`config.mk`:
```
export PLATFORM = sky130hd
export DESIGN_NAME = rfpc_top
export DESIGN_NICKNAME = d
export VERILOG_FILES = /design/src/hw/rfpc_pkg.sv /design/src/hw/rfpc_lna_sel.sv /design/src/hw/rfpc_top.sv
export VERILOG_INCLUDE_DIRS = /design/src /design/src/hw
export SDC_FILE = /design/constraint.sdc
export NUM_CORES = 1
export LEC_CHECK = 0
export ABC_AREA = 1
export BUFFER_PORTS_ARGS = -buffer_cell sky130_fd_sc_hd__buf_4
export CAP_MARGIN = 15
export CORE_AREA = 2 2 39 41
export CTS_BUF_LIST = sky130_fd_sc_hd__clkbuf_8
export CTS_CLUSTER_DIAMETER = 50
export DETAILED_ROUTE_END_ITERATION = 12
export DIE_AREA = 0 0 41 43
export PLACE_DENSITY = 0.66
export SLEW_MARGIN = 40
export SYNTH_ARGS = -nofsm -noshare
export SYNTH_HDL_FRONTEND = slang
export SYNTH_SLANG_ARGS = --single-unit
```
`constraint.sdc`:
```
create_clock -name REF_CLK_I -period 0.8 [get_ports REF_CLK_I]
set_input_delay 0.08 -clock REF_CLK_I [delete_from_list [all_inputs] [get_ports REF_CLK_I]]
set_output_delay 0.08 -clock REF_CLK_I [all_outputs]
set_load 0.02 [all_outputs]
```
`src/hw/rfpc_regs.svh`:
```
// Purpose: constants for the frontend pin control block.
// Assumes: included by its bare name from every design file that needs it.
// Notes: pin patterns are written {pin a, pin b}.
`ifndef RFPC_REGS_SVH
`define RFPC_REGS_SVH

// configuration select codes
`define RFPC_CFG_NONE 2'h0
`define RFPC_CFG_BYP 2'h1
`define RFPC_CFG_TRX 2'h2
`define RFPC_CFG_MCU 2'h3

// gain mapping code meaning no external LNA
`define RFPC_AGCMAP_INT 2'h0

// gain control word threshold, LNA above it
`define RFPC_GCW_LNA_THRESH 8'h11

// pin patterns {a, b}
`define RFPC_PAT_LL 2'h0
`define RFPC_PAT_LH 2'h1
`define RFPC_PAT_HL 2'h2
`define RFPC_PAT_HH 2'h3
`define RFPC_PAT_RESET 2'h0

`endif

```
`src/hw/rfpc_pkg.sv`:
```
// Purpose: types for the frontend pin control block.
// Assumes: radio state codes are shared with the radio state machine.
// Notes: codes 110 and 111 are unused and decode as idle.
package rfpc_pkg;

    typedef enum logic [2:0] {
        RFPC_ST_OFF = 3'b000,
        RFPC_ST_SLEEP = 3'b001,
        RFPC_ST_RESET = 3'b010,
        RFPC_ST_TRANSMIT_PREPARE_STATE = 3'b011,
        RFPC_ST_RX = 3'b100,
        RFPC_ST_TX = 3'b101
    } rfpc_radio_t;

    typedef struct packed {
        logic [1:0] pins_hi;
        logic [1:0] pins_sub;
    } rfpc_state_t;

endpackage : rfpc_pkg

```
`src/hw/rfpc_lna_sel.sv`:
```
// Purpose: decides between LNA and bypass receive for one radio.
// Assumes: gain control word comes from the same clock domain.
// Notes: purely combinational; the caller registers the result.
`timescale 1ns/1ps
`include "rfpc_regs.svh"

module rfpc_lna_sel
    import rfpc_pkg::*;
#(
    parameter int GCW_W = 5
)
(
    input wire logic [GCW_W-1:0] gcw_i,
    input wire logic bypass_en_i,
    input wire logic [1:0] agc_map_i,
    output logic use_lna_o
);

    // --------------------------------------------------------------
    // receive path choice
    // --------------------------------------------------------------
    always_comb
    begin
        if (!bypass_en_i)
        begin
            // no bypass path fitted: stay in LNA mode
            use_lna_o = 1'b1;
        end
        else if (agc_map_i == `RFPC_AGCMAP_INT)
        begin
            use_lna_o = 1'b0;
        end
        else
        begin
            use_lna_o = (gcw_i > GCW_W'(`RFPC_GCW_LNA_THRESH));
        end
    end

endmodule : rfpc_lna_sel

```
`src/hw/rfpc_top.sv`:
```
// Purpose: drives the external frontend control pins of both radios.
// Assumes: radio state, configuration and gain inputs come from core-clock logic.
// Notes: pins lag their inputs by one clock; outputs come straight from flops.
`timescale 1ns/1ps
`include "rfpc_regs.svh"

module rfpc_top
    import rfpc_pkg::*;
#(
    parameter int GCW_W = 5
)
(
    input wire logic REF_CLK_I,
    input wire logic SYS_RST_I,
    input wire logic [2:0] RADIO_STATE_HIBAND_I,
    input wire logic [2:0] RADIO_STATE_SUBGHZ_I,
    input wire logic [1:0] FRONTEND_CONFIG_SELECT_HIBAND_I,
    input wire logic [1:0] FRONTEND_CONFIG_SELECT_SUBGHZ_I,
    input wire logic [GCW_W-1:0] GAIN_CONTROL_WORD_HIBAND_I,
    input wire logic [GCW_W-1:0] GAIN_CONTROL_WORD_SUBGHZ_I,
    input wire logic LNA_BYPASS_EN_HIBAND_I,
    input wire logic LNA_BYPASS_EN_SUBGHZ_I,
    input wire logic [1:0] AGC_MAP_HIBAND_I,
    input wire logic [1:0] AGC_MAP_SUBGHZ_I,
    output logic FRONTEND_CTL_A_HIBAND_O,
    output logic FRONTEND_CTL_B_HIBAND_O,
    output logic FRONTEND_CTL_A_SUBGHZ_O,
    output logic FRONTEND_CTL_B_SUBGHZ_O
);

    // --------------------------------------------------------------
    // pattern decode
    // --------------------------------------------------------------
    // both pins are chosen together as one pattern, and a pattern like low/low is legal
    function automatic logic [1:0] rfpc_pins(
        input logic [1:0] cfg,
        input rfpc_radio_t st,
        input logic use_lna
    );
        logic [1:0] p;
        p = `RFPC_PAT_LL;
        unique case (cfg)
            `RFPC_CFG_NONE:
            begin
                p = `RFPC_PAT_LL;
            end
            `RFPC_CFG_BYP:
            begin
                if (st == RFPC_ST_RX)
                begin
                    p = use_lna ? `RFPC_PAT_LH : `RFPC_PAT_HH;
                end
                else if (st == RFPC_ST_TX)
                begin
                    p = `RFPC_PAT_HL;
                end
            end
            `RFPC_CFG_TRX:
            begin
                if (st == RFPC_ST_RX)
                begin
                    p = `RFPC_PAT_LH;
                end
                else if (st == RFPC_ST_TX)
                begin
                    p = `RFPC_PAT_HH;
                end
            end
            `RFPC_CFG_MCU:
            begin
                // on/off of the module is left to a separate enable
                if (st == RFPC_ST_RX)
                begin
                    p = use_lna ? `RFPC_PAT_LH : `RFPC_PAT_LL;
                end
                else if (st == RFPC_ST_TX)
                begin
                    p = `RFPC_PAT_HH;
                end
            end
        endcase
        return p;
    endfunction : rfpc_pins

    // --------------------------------------------------------------
    // receive path choice per radio
    // --------------------------------------------------------------
    logic use_lna_hi;
    logic use_lna_sub;
    rfpc_radio_t st_hi;
    rfpc_radio_t st_sub;

    assign st_hi = rfpc_radio_t'(RADIO_STATE_HIBAND_I);
    assign st_sub = rfpc_radio_t'(RADIO_STATE_SUBGHZ_I);

    rfpc_lna_sel #(
        .GCW_W(GCW_W)
    ) u_lna_hi (
        .gcw_i(GAIN_CONTROL_WORD_HIBAND_I),
        .bypass_en_i(LNA_BYPASS_EN_HIBAND_I),
        .agc_map_i(AGC_MAP_HIBAND_I),
        .use_lna_o(use_lna_hi)
    );

    rfpc_lna_sel #(
        .GCW_W(GCW_W)
    ) u_lna_sub (
        .gcw_i(GAIN_CONTROL_WORD_SUBGHZ_I),
        .bypass_en_i(LNA_BYPASS_EN_SUBGHZ_I),
        .agc_map_i(AGC_MAP_SUBGHZ_I),
        .use_lna_o(use_lna_sub)
    );

    // --------------------------------------------------------------
    // state registers
    // --------------------------------------------------------------
    rfpc_state_t state_q;
    rfpc_state_t state_d;

    always_comb
    begin
        state_d = state_q;
        // pins recomputed every clock, so no write is needed per transition
        state_d.pins_hi = rfpc_pins(FRONTEND_CONFIG_SELECT_HIBAND_I, st_hi, use_lna_hi);
        state_d.pins_sub = rfpc_pins(FRONTEND_CONFIG_SELECT_SUBGHZ_I, st_sub, use_lna_sub);
    end

    // registering hides decode glitches from the frontend switches
    always_ff @(posedge REF_CLK_I)
    begin
        if (SYS_RST_I)
        begin
            state_q.pins_hi <= `RFPC_PAT_RESET;
            state_q.pins_sub <= `RFPC_PAT_RESET;
        end
        else
        begin
            state_q <= state_d;
        end
    end

    assign FRONTEND_CTL_A_HIBAND_O = state_q.pins_hi[1];
    assign FRONTEND_CTL_B_HIBAND_O = state_q.pins_hi[0];
    assign FRONTEND_CTL_A_SUBGHZ_O = state_q.pins_sub[1];
    assign FRONTEND_CTL_B_SUBGHZ_O = state_q.pins_sub[0];

    logic [1:0] pins_hi_w;
    logic [1:0] pins_sub_w;
    logic rst_d1_q;
    assign pins_hi_w = {FRONTEND_CTL_A_HIBAND_O, FRONTEND_CTL_B_HIBAND_O};
    assign pins_sub_w = {FRONTEND_CTL_A_SUBGHZ_O, FRONTEND_CTL_B_SUBGHZ_O};

    always_ff @(posedge REF_CLK_I)
    begin
        rst_d1_q <= SYS_RST_I;
    end
endmodule : rfpc_top

```
# Word-level counts from Yosys, hierarchy flattened
# Index checks and enable logic that the tools add are counted.
[totals]
regBits = 4
input_bits = 28
out_inout_bits = 4
elab_cells = 38
[classes]
n_lt_le_gt_ge = 2
eq_ne = 10
mux = 20
reduce_logical = 4
[op_table]
columns = ["op", "n"]
rows = [
  ["$mux 2", 12],
  ["$pmux 2 s4", 2],
  ["$eq 3x3->1 const B", 4],
  ["$gt 5x5->1 const B", 2],
  ["$eq 2x2->1 const B", 4],
  ["$logic_not 2->1", 4],
  ["$mux 1", 6],
  ["$eq 2x1->1 const B", 2],
]

# Logic depth before layout (Yosys ltp)
[depth]
depth_word = 6
mapped_depth = 7
mapped_depth_nobuf = 7

# Hierarchy
# Synthesis repeated with hierarchy kept, for this count alone.
[unflattened]
hier_cells = 61
hier_area_um2 = 314.1
[by_module_without_submodules]
columns = ["module", "instances", "cells_per_inst", "area_per_inst_um2", "seq_area_each_um2"]
rows = [
  ["rfpc_top", 1, 45, 254.0, 80.1],
  ["rfpc_lna_sel", 2, 8, 30.0, 0.0],
]

# Least setup slack after synthesis
# No wires, ideal clock.
[synth_path]
path_kind = "input -> register"
startpoint = "input RADIO_STATE_HIBAND_I[1]"
endpoint = "register state_q, in the netlist pins_hi_w[0]"
setup_ps = 109
arrival_time_ps = 429
t_required_ps = 691
setup_slack_ps = 262
stages = 6
n_path_buf = 0
cell_sequence = "inv_2 nand2_2 nor2_2 nand4_1 nand2_1 inv_1"
[synth_between]
elab_chain_cells = 4
elab_cells_between_ends = 7
cone_classes = "eq/ne (2); mux (5)"
[synth_rtl]
columns = ["element", "line_no", "source"]
rows = [
  ["start, declared", "rfpc_top.sv:15", "input wire logic [2:0] RADIO_STATE_HIBAND_I,"],
  ["$eq 3x3->1", "rfpc_top.sv:64, rfpc_top.sv:76", ""],
  ["$mux 2", "rfpc_top.sv:64, rfpc_top.sv:76", ""],
  ["$mux 2 (on tied branches)", "rfpc_top.sv:72, rfpc_top.sv:60", ""],
  ["$pmux 2 s4 *", "rfpc_top.sv:42", "unique case (cfg)"],
  ["end signal, assigned", "rfpc_top.sv:138", "state_q <= state_d;"],
  ["end, declared", "rfpc_top.sv:117", "rfpc_state_t state_q;"],
]
# Every way passes the cells marked *; elsewhere a longest branch is shown, timed or not.
# A chain may end at the register's enable or synchronous reset.

# Final worst setup path
[layout_path]
startpoint = "register state_q, in the netlist pins_sub_w[1]"
endpoint = "output FRONTEND_CTL_A_SUBGHZ_O"
[layout_lines]
columns = ["element", "line_no", "source"]
rows = [
  ["end, declared", "rfpc_top.sv:27", "output logic FRONTEND_CTL_A_SUBGHZ_O,"],
]
# No word-level cell between the ends.

==> metrics <==
post-synthesis sequential area ratio=0.277; CP top delay family=flip-flops; Fin Setup TNS=0 ps; Worst Path Required=a little over 700 ps; CTS tree=done; synthesized cell area=about 290 um^2; Final WS setup=80.6 ps; crit start category=register; synth warn=0; WP data arrival=about 640 ps; Mean Syn Cell Area=5.67 um^2; H-tree depth=1; share of cells above drive strength 1=0.482; IO Count=32; static leakage=about 0.33 nW; core area=approximately 0.0014 mm^2; Area Growth Syn to Fin=96.5%; status=complete, no violations; Die Span X=about 40 um; Worst Hold End=pins_sub_w[1]; Max Cap Violations=0; fin nets=~110; Antenna diodes=0; final slew viol count=0; Remaining DRCs=0; commonest non-fill, non-tap cells in the layout=29 x buf_4, 13 x inv_1, 10 x nand2_1; Detailed Routing Iterations Pass 1=4; Hold/Removal Path Class=input pin to register; Fin. Hold Viols=0; Max stage delay cell, worst path=dfxtp_1; die area=approximately 0.0018 mm^2; fin crit period=approximately 720 ps; Post-CTS Setup Bufs=0; grt ovf=0; Num CTS Buffers=3; post-cts sizing count=0; DR vias=around 380; Routed Wire Length=roughly 730 um; design area=568 um^2; headroom to the max-slew limit=0.856; hold depth=3; Post-Synthesis Cells=51; final setup fails=0; Synth Area in Compound Gates=0.130; Root Driver=clkbuf_8; Clock Pin Slew Worst Setup and Hold Paths=around 30 ps; Synth Area in Adders=0; cells along the critical path=buf_4; Worst path max stage delay=approximately 280 ps; post-synthesis mux area share=0; crit end category=output pin; DR vias/cell=approximately 3.8; synth unique cells=12; Synth Area in Simple Gates=0.398; ranking of synthesized cells by area=dfxtp_1 28%, inv_1 17%, nand2_1 13%; placed inst area=about 530 um^2; Initial Util=0.209; All-Layer GR Usage=0.111; Clock Tree Buf Depth=2; WL/cell=between 7 and 8 um; most common cell after layout, fill and taps aside=buf_4; global-route wire length before repair=1.29 mm; CP bufs+invs=1; worst vdd ir=between 300 and 400 uV; HPWL Detailed=675 um; vias in the first global route=roughly 350; Final Total Pwr=792 uW; Hold Path Origin=RADIO_STATE_SUBGHZ_I[0]; f_max=~1.4 GHz; largest family of logic cells by synthesized area=simple AND/OR/NAND/NOR gates; #FFs+latches synth=4; pin count of the biggest net entering global routing=5; area leader, netlist=dfxtp_1; Worst Tran Pin Value=approximately 210 ps; Routed Antenna Nets=0; Place WS=between 70 and 80 ps; PwrDens=between 1000 and 1500 mW/mm^2; initial antenna violation count=0; XOR/XNOR share of the synthesized area=0; Crit Path Class=register to output pin; CP Max Fanout=1; routability cong.=0.689; Initial DRC Count=4; Yosys top cell area share=0.277; RSZ-0062 raised after global routing=no; fin crit share=0.899; clk sinks=4; Port Buffers=29; Post-Syn Nets=79; cts hold-fix bufs=0; row count=14; die height=between 40 and 50 um
[Yosys cell counts]
master / number
inv_1: 13
nand2_1: 10
nor2_1: 8
dfxtp_1: 4
a21oi_2: 2
inv_2: 2
nand2_2: 2
nand3_1: 2
nand4_1: 2
nor2_2: 2
o21ai_0: 2
o21ai_1: 2
[worst max-delay path by stage]
stage                                  startpoint                 endpoint  slack, ps  cells after the start
final                               pins_sub_w[1]  FRONTEND_CTL_A_SUBGHZ_O         80                      1
after global routing                pins_sub_w[1]  FRONTEND_CTL_A_SUBGHZ_O         50                      1
after CTS                           pins_sub_w[1]  FRONTEND_CTL_A_SUBGHZ_O         70                      1
after detailed placement  RADIO_STATE_SUBGHZ_I[0]            pins_sub_w[0]         80                      7
after global placement    RADIO_STATE_SUBGHZ_I[0]            pins_sub_w[0]        110                      7
after floorplan           RADIO_STATE_HIBAND_I[1]             pins_hi_w[0]        260                      6
[state kept, by name (all words and copies together), names as in the netlist]
signal      count
pins_sub_w      2
pins_hi_w       2
[layer usage]
| layer | global-route usage | wire length, um | vias to the layer above |
|---|---|---|---|
| met5 | 0 | 0 | - |
| met4 | 0.100 | 9 | 0 |
| li1 | - | - | 214 |
| met3 | 0.0366 | 50 | 2 |
| met2 | 0.172 | 414 | 11 |
| met1 | 0.109 | 260 | 152 |
[report_power, final]
part	switching [mW]	internal (mW)	leakage, nW	total [mW]
Combinational	0.0708	0.107	0.279	0.178
Clock	0.0867	0.319	0.0216	0.406
Sequential	0.00130	0.207	0.0325	0.209
[stage by stage]
stage	util	std cells	hold WS, ps
final	0.410	99	160
after global routing	0.410	99	164
after CTS	0.410	99	156
after detailed placement	0.381	96	378
after global placement	0.381	96	375
after floorplan	-	51	239
[layout make-up]
type / instances / area (um^2)
fill: 142 / 816
clock buffer: 3 / 41.3
tap: 16 / 20.0
multi-input combinational: 32 / 153
timing repair buffer: 29 / 218
inverter: 15 / 56.3
sequential: 4 / 80.1
[cells by family (layout without fill, tap and decap cells)]
group	after synthesis	count (layout)
and+or+nand+nor	26	26
buffers and inverters	15	47
AOI/OAI and AO/OA	6	6
DFF	4	4
Power figures use the tool's default switching activity.
